File: src/csfe_consts.svh
`ifndef CSFE_CONSTS_SVH
`define CSFE_CONSTS_SVH

// register byte addresses
`define CSFE_ADDR_CTRL      8'h00
`define CSFE_ADDR_CS_LOW    8'h04
`define CSFE_ADDR_CS_HIGH   8'h08
`define CSFE_ADDR_STATUS    8'h0C

// reset values
`define CSFE_CTRL_RST       1'h0
`define CSFE_CS_LOW_RST     32'h00000000
`define CSFE_CS_HIGH_RST    4'h0

// channel-status field positions
`define CSFE_CONSUMER_BIT   0
`define CSFE_PCM_BIT        1
`define CSFE_CAT_LSB        8
`define CSFE_CAT_MSB        15
`define CSFE_GEN_BIT        15
`define CSFE_SRC_LSB        16
`define CSFE_CHAN_MSB       23
`define CSFE_CS_BITS        40

// status register fields
`define CSFE_ST_RUN         0
`define CSFE_ST_CAT_RES     1
`define CSFE_ST_WLEN_RES    2
`define CSFE_ST_WIDTH_LSB   4
`define CSFE_ST_WIDTH_MSB   8
`define CSFE_ST_FRAME_LSB   16
`define CSFE_ST_FRAME_MSB   23

// block geometry and sample widths
`define CSFE_FRAMES_LAST    8'hBF
`define CSFE_SAMPLE_W       24
`define CSFE_FIFO_DEPTH     16
`define CSFE_W_NONE         5'h00
`define CSFE_W16            5'h10
`define CSFE_W17            5'h11
`define CSFE_W18            5'h12
`define CSFE_W19            5'h13
`define CSFE_W20            5'h14
`define CSFE_W21            5'h15
`define CSFE_W22            5'h16
`define CSFE_W23            5'h17
`define CSFE_W24            5'h18

// category group codes
`define CSFE_GRP_GENERAL    3'h0
`define CSFE_GRP_RESERVED   3'h7
`define CSFE_SUB_EXPERIM    4'h8

`endif

File: src/csfe_pkg.sv
package csfe_pkg;
   typedef logic [39:0] csfe_cs_block_type;
   typedef logic [4:0]  csfe_width_type;
   typedef enum logic [0:0] {
      CSFE_CH_A = 1'h0,
      CSFE_CH_B = 1'h1
   } csfe_channel_type;
endpackage : csfe_pkg

File: src/csfe_encoder.sv
`timescale 1ns/1ps
`default_nettype none
`include "csfe_consts.svh"
module csfe_encoder (
   input  wire logic        clk,
   input  wire logic        sys_rst,
   // register port
   input  wire logic [7:0]  reg_addr,
   input  wire logic [31:0] reg_wdata,
   input  wire logic        reg_wr,
   input  wire logic        reg_rd,
   output logic [31:0]      reg_rdata,
   // audio samples in, alternating channel A then B
   input  wire logic        in_valid,
   output logic             in_ready,
   input  wire logic [23:0] in_sample,
   // subframes out toward the line coder
   output logic             out_valid,
   input  wire logic        out_ready,
   output logic [23:0]      out_sample,
   output logic             out_cs_bit,
   output logic [7:0]       out_frame,
   output logic             out_chan_b,
   output logic             out_block_start
);
   logic                        enable;
   logic [31:0]                 cs_low;
   logic [3:0]                  cs_high;
   logic [31:0]                 shadow_low;
   logic [3:0]                  shadow_high;
   logic [7:0]                  frame;
   csfe_pkg::csfe_channel_type  chan;
   logic                        fifo_valid;
   logic                        fifo_take;
   logic [23:0]                 fifo_data;
   logic                        load;
   logic                        load_first;
   csfe_pkg::csfe_cs_block_type cs_block;
   csfe_pkg::csfe_width_type    live_width;
   csfe_pkg::csfe_width_type    act_width;
   csfe_pkg::csfe_width_type    act_eff;
   csfe_pkg::csfe_width_type    live_eff;
   logic                        live_wlen_res;
   logic                        cat_reserved;
   logic [7:0]                  cat;
   logic [23:0]                 width_mask;
   logic [4:0]                  drop_bits;

   // sixteen-word buffer so bursty upstream writes ride over block stalls
   csfe_fifo #(
      .WIDTH (`CSFE_SAMPLE_W),
      .DEPTH (`CSFE_FIFO_DEPTH)
   ) u_fifo (
      .clk     (clk),
      .sys_rst (sys_rst),
      .s_valid (in_valid),
      .s_ready (in_ready),
      .s_data  (in_sample),
      .m_valid (fifo_valid),
      .m_ready (fifo_take),
      .m_data  (fifo_data)
   );

   // live decode feeds the reserved flag and a block's first subframe; the active decode drives the later subframes and status width
   csfe_wlen_decode u_wlen_live (
      .max_length_flag (cs_high[0]),
      .word_len_code   (cs_high[3:1]),
      .width           (live_width),
      .eff_width       (live_eff),
      .reserved        (live_wlen_res)
   );

   csfe_wlen_decode u_wlen_act (
      .max_length_flag (shadow_high[0]),
      .word_len_code   (shadow_high[3:1]),
      .width           (act_width),
      .eff_width       (act_eff),
      .reserved        ()
   );

   // output stage advances when empty or being drained
   assign load       = enable && fifo_valid && (!out_valid || out_ready);
   assign fifo_take  = load;
   assign load_first = load && (frame == 8'h00) && (chan == csfe_pkg::CSFE_CH_A);
   assign cs_block   = load_first ? {cs_high, cs_low} : {shadow_high, shadow_low};

   // classify the category byte; reserved codes are flagged, not rewritten
   assign cat = cs_low[`CSFE_CAT_MSB:`CSFE_CAT_LSB];
   always_comb begin
      cat_reserved = 1'b0;
      if (cat[2:0] == `CSFE_GRP_RESERVED) begin
         cat_reserved = 1'b1;
      end else if (cat[2:0] == `CSFE_GRP_GENERAL && !cat[3]) begin
         // all-zero general and the experimental subcode are allowed
         cat_reserved = (cat[6:0] != 7'h00) && (cat[6:3] != `CSFE_SUB_EXPERIM);
      end
   end

   // samples beyond the active length are cleared, never rounded
   // the block's first subframe already takes the new length, like its status bits
   assign drop_bits  = 5'(`CSFE_SAMPLE_W) - (load_first ? live_eff : act_eff);
   assign width_mask = 24'hFFFFFF << drop_bits;

   // control register
   always_ff @(posedge clk) begin
      if (sys_rst) begin
         enable <= `CSFE_CTRL_RST;
      end else if (reg_wr && reg_addr == `CSFE_ADDR_CTRL) begin
         enable <= reg_wdata[0];
      end
   end

   // software copy of the channel-status fields; reset gives general category
   always_ff @(posedge clk) begin
      if (sys_rst) begin
         cs_low  <= `CSFE_CS_LOW_RST;
         cs_high <= `CSFE_CS_HIGH_RST;
      end else if (reg_wr && reg_addr == `CSFE_ADDR_CS_LOW) begin
         cs_low                     <= reg_wdata;
         cs_low[`CSFE_CONSUMER_BIT] <= 1'b0;
         cs_low[`CSFE_PCM_BIT]      <= 1'b0;
      end else if (reg_wr && reg_addr == `CSFE_ADDR_CS_HIGH) begin
         cs_high <= reg_wdata[3:0];
      end
   end

   // snapshot at the first subframe of a block so one block never mixes settings
   always_ff @(posedge clk) begin
      if (sys_rst) begin
         shadow_low  <= `CSFE_CS_LOW_RST;
         shadow_high <= `CSFE_CS_HIGH_RST;
      end else if (load_first) begin
         shadow_low  <= cs_low;
         shadow_high <= cs_high;
      end
   end

   // frame and channel position within the 192-frame block
   always_ff @(posedge clk) begin
      if (sys_rst) begin
         frame <= 8'h00;
         chan  <= csfe_pkg::CSFE_CH_A;
      end else if (load) begin
         if (chan == csfe_pkg::CSFE_CH_B) begin
            chan  <= csfe_pkg::CSFE_CH_A;
            frame <= (frame == `CSFE_FRAMES_LAST) ? 8'h00 : frame + 8'h01;
         end else begin
            chan <= csfe_pkg::CSFE_CH_B;
         end
      end
   end

   // registered subframe; both channels carry the same status bit per frame
   always_ff @(posedge clk) begin
      if (sys_rst) begin
         out_valid       <= 1'b0;
         out_sample      <= 24'h000000;
         out_cs_bit      <= 1'b0;
         out_frame       <= 8'h00;
         out_chan_b      <= 1'b0;
         out_block_start <= 1'b0;
      end else if (load) begin
         out_valid       <= 1'b1;
         out_sample      <= fifo_data & width_mask;
         out_cs_bit      <= (frame < 8'(`CSFE_CS_BITS)) ? cs_block[6'(frame)] : 1'b0;
         out_frame       <= frame;
         out_chan_b      <= (chan == csfe_pkg::CSFE_CH_B);
         out_block_start <= load_first;
      end else if (out_ready) begin
         out_valid <= 1'b0;
      end
   end

   // read data one cycle after the strobe; unmapped addresses read zero
   always_ff @(posedge clk) begin
      if (sys_rst) begin
         reg_rdata <= 32'h00000000;
      end else if (reg_rd) begin
         reg_rdata <= 32'h00000000;
         case (reg_addr)
            `CSFE_ADDR_CTRL:    reg_rdata[0]   <= enable;
            `CSFE_ADDR_CS_LOW:  reg_rdata      <= cs_low;
            `CSFE_ADDR_CS_HIGH: reg_rdata[3:0] <= cs_high;
            `CSFE_ADDR_STATUS: begin
               reg_rdata[`CSFE_ST_RUN]                          <= enable && out_valid;
               reg_rdata[`CSFE_ST_CAT_RES]                      <= cat_reserved;
               reg_rdata[`CSFE_ST_WLEN_RES]                     <= live_wlen_res;
               reg_rdata[`CSFE_ST_WIDTH_MSB:`CSFE_ST_WIDTH_LSB] <= act_width;
               reg_rdata[`CSFE_ST_FRAME_MSB:`CSFE_ST_FRAME_LSB] <= frame;
            end
            default:            reg_rdata <= 32'h00000000;
         endcase
      end
   end
endmodule : csfe_encoder
`default_nettype wire

File: src/csfe_fifo.sv
`timescale 1ns/1ps
`default_nettype none
module csfe_fifo #(
   parameter int WIDTH = 24,
   parameter int DEPTH = 16
) (
   input  wire logic             clk,
   input  wire logic             sys_rst,
   input  wire logic             s_valid,
   output logic                  s_ready,
   input  wire logic [WIDTH-1:0] s_data,
   output logic                  m_valid,
   input  wire logic             m_ready,
   output logic [WIDTH-1:0]      m_data
);
   localparam int AW = $clog2(DEPTH);
   logic [WIDTH-1:0] mem [DEPTH];
   logic [AW-1:0]    wr_ptr;
   logic [AW-1:0]    rd_ptr;
   logic [AW:0]      count;
   logic             push;
   logic             pop;

   // honest full and empty from the word count
   assign s_ready = (count != (AW+1)'(DEPTH));
   assign m_valid = (count != '0);
   assign push    = s_valid && s_ready;
   assign pop     = m_valid && m_ready;
   assign m_data  = mem[rd_ptr];

   // storage
   always_ff @(posedge clk) begin
      if (push) begin
         mem[wr_ptr] <= s_data;
      end
   end

   // pointers wrap naturally since depth is a power of two
   always_ff @(posedge clk) begin
      if (sys_rst) begin
         wr_ptr <= '0;
         rd_ptr <= '0;
         count  <= '0;
      end else begin
         if (push) begin
            wr_ptr <= wr_ptr + 1'b1;
         end
         if (pop) begin
            rd_ptr <= rd_ptr + 1'b1;
         end
         if (push && !pop) begin
            count <= count + 1'b1;
         end else if (pop && !push) begin
            count <= count - 1'b1;
         end
      end
   end
endmodule : csfe_fifo
`default_nettype wire

File: src/csfe_wlen_decode.sv
`timescale 1ns/1ps
`default_nettype none
`include "csfe_consts.svh"
module csfe_wlen_decode (
   input  wire logic          max_length_flag,
   input  wire logic [2:0]    word_len_code,
   output csfe_pkg::csfe_width_type width,
   output csfe_pkg::csfe_width_type eff_width,
   output logic               reserved
);
   // decode the three-bit code relative to the maximum-length flag
   always_comb begin
      reserved = 1'b0;
      case ({max_length_flag, word_len_code})
         4'h0:    width = `CSFE_W_NONE;
         4'h1:    width = `CSFE_W16;
         4'h2:    width = `CSFE_W18;
         4'h4:    width = `CSFE_W19;
         4'h5:    width = `CSFE_W20;
         4'h6:    width = `CSFE_W17;
         4'h8:    width = `CSFE_W_NONE;
         4'h9:    width = `CSFE_W20;
         4'hA:    width = `CSFE_W22;
         4'hC:    width = `CSFE_W23;
         4'hD:    width = `CSFE_W24;
         4'hE:    width = `CSFE_W21;
         default: begin
            width    = `CSFE_W_NONE;
            reserved = 1'b1;
         end
      endcase
   end

   // unknown or reserved length falls back to the flagged maximum
   assign eff_width = (width != `CSFE_W_NONE) ? width :
                      (max_length_flag ? `CSFE_W24 : `CSFE_W20);
endmodule : csfe_wlen_decode
`default_nettype wire

File: config.mk
export PLATFORM = sky130hd
export DESIGN_NAME = csfe_encoder
export DESIGN_NICKNAME = d
export VERILOG_FILES = /design/src/csfe_pkg.sv /design/src/csfe_encoder.sv /design/src/csfe_fifo.sv /design/src/csfe_wlen_decode.sv
export VERILOG_INCLUDE_DIRS = /design/src
export SDC_FILE = /design/constraint.sdc
export NUM_CORES = 1
export LEC_CHECK = 0
export ABC_AREA = 1
export CELL_PAD_IN_SITES_DETAIL_PLACEMENT = 2
export CELL_PAD_IN_SITES_GLOBAL_PLACEMENT = 2
export CORE_MARGIN = 1
export CORE_UTILIZATION = 30
export CTS_BUF_LIST = sky130_fd_sc_hd__clkbuf_8
export DETAILED_ROUTE_END_ITERATION = 10
export DONT_BUFFER_PORTS = 1
export PLACE_DENSITY = 0.6
export SYNTH_ARGS = -nofsm -noshare
export SYNTH_HDL_FRONTEND = slang
export SYNTH_SLANG_ARGS = --single-unit
export TNS_END_PERCENT = 100
File: constraint.sdc
create_clock -name clk -period 6.8 [get_ports clk]
set_clock_uncertainty 0.2 [all_clocks]
set_input_delay 1.36 -clock clk [delete_from_list [all_inputs] [get_ports clk]]
set_output_delay 1.36 -clock clk [all_outputs]
set_load 0.005 [all_outputs]
==> results by group, run 1 <==
Run status
  – Run status: complete, no violations

STA
  – Final hold vios: 0
  – Endpoints failing setup: 0
  – Setup_tns: 0 ps
  – FMAX: 232 MHz
  – Worst slew pin tran: 1180 ps
  – Final worst slack: 2480 ps
  – Hold_ws: 266 ps
  – Tcrit/Tclk final: 63.5%
  – RSZ-0062 raised after global routing: false
  – Max-slew violation count: 0
  – Minimum clock period: 4320 ps
  – Max-slew headroom: 21.3%

Logic synthesis
  – Asr flop ratio synth: 0%
  – Number of distinct library cells after synthesis: 53
  – Ys flop type: edfxtp_1
  – Post-synthesis cell area: 0.0219 sq mm
  – Total of warnings raised by yosys: 0
  – Post-synthesis area per instance: 10.9 sq um
  – EDFF count, synth: 384
  – Area contributors post-synth: edfxtp_1, dfxtp_1, o21ai_0
  – Post-synthesis sequential area ratio: 67.4%
  – Yosys top cell area share: 52.5%
  – Synthesized instance count: 2020
  – Syn Nets: 2105
  – Synth area leader: edfxtp_1
  – #FFs+latches synth: 547

Worst setup path
  – Cell breakdown of the critical path: buf_4, inv_1, ha_1, nand4_4, nor2_8, and3_1, a21o_1, inv_1, ha_1, xor2_2, nand2_2, nor2_4, nand3_1, a21oi_1
  – Crit path largest cell delay: 630 ps
  – CP Capture Type: register
  – Worst Path Arrival: 4740 ps
  – Worst Setup Start Kind: register
  – CP Max Fanout: 35
  – CP Class: reg2reg
  – CP delay by family, top: simple AND/OR/NAND/NOR gates
  – R2R Setup Slk: 2480 ps
  – Critical path required time: 7220 ps
  – Crit-path slowest cell: inv_1
  – Buf/Inv on CP: 3

Die
  – Die outline width: 272 um
  – Core area: 0.0720 sq mm
  – Die area: 0.0742 sq mm
  – IO Count: 139
  – FP Rows: 98
  – Die Ht: 272 um
  – Initial core utilization: 30.5%

CTS
  – Post-CTS Hold Fix Bufs: 0
  – CTS buffer count: 100
  – Bufs on Longest Clock Path: 3
  – TritonCTS clock tree: yes
  – Post-CTS Setup Inserts: 0
  – Clock root cell: clkbuf_8
  – Clock slew at reported path FFs: 60 ps
  – H-tree lvl count: 3
  – CTS sink cnt: 547
  – Clk Latency, worst-skew pair: 700 ps
  – CTS resizes: 0

Power and ir drop
  – Logic pwr share: 2.3%
  – Leakage: 8.45 nW
  – Design Power: 6.78 mW
  – Flop pwr share: 53.7%
  – PwrDens: 273 mW/mm^2
  – Int Power: 5.20 mW
  – Maximum VDD drop: 136 uV
  – Sw Ratio: 23.4%
  – Clock share of power: 44.0%
  – NetSw: 1.59 mW

Route
  – # DRC: 0
  – Wire per inst: 24.3 um
  – Vias: 15900
  – Post-route ant nets: 0
  – Vias per cell: 5.22
  – Drt first pass iters: 4
  – Total Wirelength: 74.3 mm
  – Drt first-iter violations: 848

Layout
  – Share of layout cells above drive strength 1: 9.99%
  – Final net count: 2109
  – Layout area overhead: 13.4%
  – Non-Filler Instances: 3053
  – Most common cell after layout, fill and taps aside: edfxtp_1
  – Fin util: 34.6%
  – Final instance area: 0.0249 sq mm
  – Filler Cells Inserted: 7603
  – Most frequent cells in the layout: edfxtp_1, nor2_1, o21ai_0

Place
  – Placed Area: 0.0230 sq mm
  – GPL Wtd Cong: 0.780
  – Post-DP HPWL: 44.1 mm
  – # port buffers: 0
  – Inst Count DP: 2872
  – Placement Setup Slack: 2250 ps

Flow run
  – Max Cap Viol: 0

GRT
  – Total grt overflow: 0
  – Largest net degree at the start of global routing: 163
  – Initial antenna violation count: 1
  – First-pass GRT wire length: 110 mm
  – Vias in the first global route: 17200
  – GR Util All Layers: 19.9%

Min path
  – Worst Hold Class: reg2reg
## cell type report
class | count | area, sq um | share of cell area [%]
inverters | 97 | 367 | 1.47
well taps | 950 | 1190 | 4.78
diodes | 1 | 2.50 | 0.0101
flip-flops and latches | 547 | 14800 | 59.5
clock inverters | 73 | 402 | 1.61
clock buffers | 107 | 1470 | 5.92
multi-input cells | 1248 | 6400 | 25.7
repair buffers | 30 | 263 | 1.06
## synth_stat cells (all sizes together), types with 5 or more instances
| library cell | instances |
|---|---|
| a32o | 6 |
| clkbuf | 107 |
| a21oi | 137 |
| nand2 | 221 |
| nor2 | 318 |
| o211ai | 15 |
| o31ai | 5 |
| nor3 | 11 |
| ha | 14 |
| buf | 21 |
| edfxtp | 384 |
| dfxtp | 163 |
| inv | 93 |
| o22ai | 55 |
| o21ai | 295 |
| o221ai | 48 |
| nand3 | 83 |
## state kept, by name (all words and copies together) (netlist names), 4 cells and up, named ones only
register,count
cs_high,4
u_fifo.count,5
frame,8
cs_low,30
u_fifo.rd_ptr,4
out_frame,8
u_fifo.wr_ptr,4
u_fifo.mem,384
shadow_low,30
out_sample,24
reg_rdata,32
shadow_high,4
## cells by family (layout without fill, tap and decap cells)
kind of cell / count (synthesis) / after routing / share of synthesized area (%)
fa+ha+maj: 15 / 15 / 0.889
mux: 1 / 1 / 0.0456
other cells: 0 / 1 / 0
flops: 547 / 547 / 67.4
xor+xnor: 6 / 6 / 0.274
compound gates: 579 / 579 / 15.0
simple gates: 647 / 647 / 12.4
buf+inv: 225 / 307 / 4.02
## final timing paths
path / startpoint / to / cells past startpoint
setup reg to reg: frame[0] / out_sample[1] / 14
setup / recovery: frame[0] / out_sample[1] / 14
hold reg to reg: shadow_low[13] / shadow_low[13] / 2
hold / removal: shadow_low[13] / shadow_low[13] / 2
## worst register-to-register path, delay by kind of cell, from the launching register on
family / cells / cell delay, ps
simple gates: 6 / 1310
buf+inv: 3 / 940
fa+ha+maj: 2 / 640
xor+xnor: 1 / 570
compound gates: 2 / 300
flops: 1 / 300
## layer usage
layer | up-vias | global-route usage, % | wire length (um)
met5 | - | 0 | 0
met2 | 293 | 32.4 | 34800
li1 | 7258 | - | -
met3 | 114 | 4.50 | 3670
met4 | 0 | 6.22 | 1610
met1 | 8259 | 26.3 | 34100
## power by group through the flow
stage                     Sequential, mW  Combinational (mW)  Clock (mW)
after CTS                           3.64               0.162        3.09
after floorplan                     3.70               0.106           0
after global placement              3.71               0.154           0
after global routing                3.64               0.176        3.24
final                               3.64               0.157        2.99
after detailed placement            3.71               0.162           0
Note: power is estimated with default switching activity, not from simulation.
==> inputs of run 2 (changes only) <==
PLACE_DENSITY = 0.63   (was 0.6)
clock period = 3.8 ns   (was 6.8 ns; I/O delays follow)
==> run 2 against run 1 <==
  * Die area did not move
  * Highest routed layer unchanged
  * Critical endpoint is now out_sample[10]
  * First-iteration DRC count rose by 6.8%
  * Utilization rose by 1.1 points
  * Sequential share of layout area fell by 1.8 points
==> results by group, run 2 (synthesized netlist as in run 1, its figures left out) <==
Flow run
  – Max Cap Viol: 0 (unchanged)

CTS
  – Clock slew at reported path FFs: 60 ps (about the same)
  – Clock root cell: clkbuf_8
  – Clk Latency, worst-skew pair: 710 ps (about the same)
  – TritonCTS clock tree: yes
  – CTS buffer count: 97 (-3.0%)
  – Bufs on Longest Clock Path: 3 (unchanged)
  – CTS resizes: 0 (unchanged)
  – H-tree lvl count: 3 (unchanged)
  – CTS sink cnt: 547 (unchanged)
  – Post-CTS Setup Inserts: 0 (unchanged)

GRT
  – Total grt overflow: 0 (unchanged)
  – GR Util All Layers: 20.4% (+0.50 points)
  – Vias in the first global route: 18000 (+4.2%)
  – Largest net degree at the start of global routing: 85 (-48%)
  – Initial antenna violation count: 1 (unchanged)
  – First-pass GRT wire length: 114 mm (+3.3%)

Worst setup path
  – Worst Path Arrival: 3620 ps (-1120 ps)
  – Worst Setup Start Kind: register
  – Crit-path slowest cell: xor2_2
  – R2R Setup Slk: 620 ps (-1870 ps)
  – Cell breakdown of the critical path: inv_2, nand2_4, nor2_4, nand4_4, nor2_8, nand2_1, o21ai_2, inv_1, ha_1, xor2_2, nand2_1, a21oi_1, o21ai_1, a21oi_1
  – CP delay by family, top: simple AND/OR/NAND/NOR gates
  – Crit path largest cell delay: 540 ps (-90 ps)
  – CP Max Fanout: 11 (-69%)
  – Buf/Inv on CP: 2 (-1)
  – Critical path required time: 4230 ps (-2990 ps)
  – CP Capture Type: register
  – CP Class: reg2reg

Layout
  – Layout area overhead: 16.9%
  – Area occupied by multi-input gates: 0.00640 sq mm (unchanged)
  – Register with the most flip-flops: u_fifo.mem
  – Final net count: 2181 (+3.4%)
  – Largest registers: u_fifo.mem x384, reg_rdata x32
  – Max reg flops: 384 (unchanged)
  – Filler Cells Inserted: 7598 (-0.066%)
  – Register area: 0.0148 sq mm (unchanged)
  – Fin util: 35.7% (+1.1 points)
  – Most frequent cells in the layout: edfxtp_1, nor2_1, o21ai_0
  – Share of layout cells above drive strength 1: 10.5% (+0.51 points)
  – Most common cell after layout, fill and taps aside: edfxtp_1

Power and ir drop
  – PwrDens: 472 mW/mm^2 (+73%)
  – Leakage: 8.78 nW (+3.9%)
  – Maximum VDD drop: 230 uV (+69%)

Die
  – Die area: 0.0742 sq mm (unchanged)
  – Core area: 0.0720 sq mm (unchanged)
  – Die Ht: 272 um (unchanged)
  – FP Rows: 98 (unchanged)
  – IO Count: 139 (unchanged)
  – Initial core utilization: 30.5% (unchanged)
  – Die outline width: 272 um (unchanged)

STA
  – Max-slew violation count: 0 (unchanged)
  – Minimum clock period: 3180 ps (-1130 ps)
  – Worst slew pin tran: 1040 ps (-134 ps)
  – RSZ-0062 raised after global routing: false
  – Max-slew headroom: 30.2% (+8.9 points)
  – Tcrit/Tclk final: 83.8% (+20 points)
  – Endpoints failing setup: 0 (unchanged)
  – FMAX: 314 MHz (+36%)
  – Final hold vios: 0 (unchanged)
  – Setup_tns: 0 ps (unchanged)

Min path
  – Worst Hold Class: in2reg

Route
  – Drt first-iter violations: 906 (+6.8%)
  – Drt first pass iters: 5 (+1)
  – Vias: 16400 (+2.8%)
  – Vias per cell: 5.24 (+0.55%)
  – # DRC: 0 (unchanged)
  – Post-route ant nets: 0 (unchanged)
  – Total Wirelength: 76.0 mm (+2.3%)
  – Wire per inst: 24.3 um (about the same)

Run status
  – Run status: complete, no violations

Place
  – Post-DP HPWL: 45.7 mm (+3.7%)
  – GPL Wtd Cong: 0.754 (-3.3%)
  – # port buffers: 0 (unchanged)
[run 2: power by group]
part / internal, mW / leakage (nW) / switching [mW] / total, mW
clock network: 2.64 / 1.05 / 2.55 / 5.18
logic: 0.125 / 2.94 / 0.289 / 0.414
registers: 6.47 / 4.79 / 0.0426 / 6.51
total: 9.23 / 8.78 / 2.88 / 12.1
[run 2: worst reg2reg max path, cell delays in order, from the launching register on]
cell	delay, ps
dfxtp_1	400
inv_2	250
nand2_4	100
nor2_4	130
nand4_4	150
nor2_8	190
nand2_1	120
o21ai_2	190
inv_1	90
ha_1	250
xor2_2	540
nand2_1	130
a21oi_1	190
o21ai_1	90
a21oi_1	140
[run 2: final cells by class]
cell class | count | area share, %
Sequential cell | 547 | 57.7
Antenna cell | 1 | 0.00975
Clock inverter | 65 | 1.23
Clock buffer | 109 | 5.84
Tap cell | 950 | 4.63
Inverter | 97 | 1.43
Multi-Input combinational cell | 1248 | 24.9
Timing Repair Buffer | 105 | 4.27
[run 2: path summary, 6_finish.rpt]
check,endpoint,cells after the start,start
setup / recovery,out_sample[10],14,frame[2]
setup reg to reg,out_sample[10],14,frame[2]
hold reg to reg,shadow_low[19],2,shadow_low[19]
hold / removal,cs_high[2],2,reg_wdata[2]
[run 2: stage by stage]
stage | power [mW] | hold WS, ps | std cells | worst slack (ps) | instance area, sq um
floorplan | 6.81 | 239 | 2020 | 681 | 21900
global placement | 6.92 | 250 | 2896 | 433 | 23300
detailed placement | 6.94 | 258 | 2896 | 342 | 23300
CTS | 12.3 | 3.37 | 3121 | 610 | 25700
global route | 12.6 | 30.1 | 3122 | 336 | 25700
finish | 12.1 | 36.8 | 3122 | 615 | 25700
[run 2: routing by layer]
| metal | track usage (%) | vias to the layer above | share of wire (%) |
|---|---|---|---|
| met2 | 34.6 | 343 | 49 |
| met5 | 0 | - | 0 |
| met3 | 4.13 | 99 | 5.2 |
| met4 | 6.00 | 0 | 1.8 |
| li1 | - | 7400 | - |
| met1 | 26.2 | 8531 | 44 |
[run 2: repair_timing]
item                                    in CTS  in global routing
hold buffers                                51                  0
endpoints found under the hold margin      497                  0
endpoints found under the setup margin       0                  0
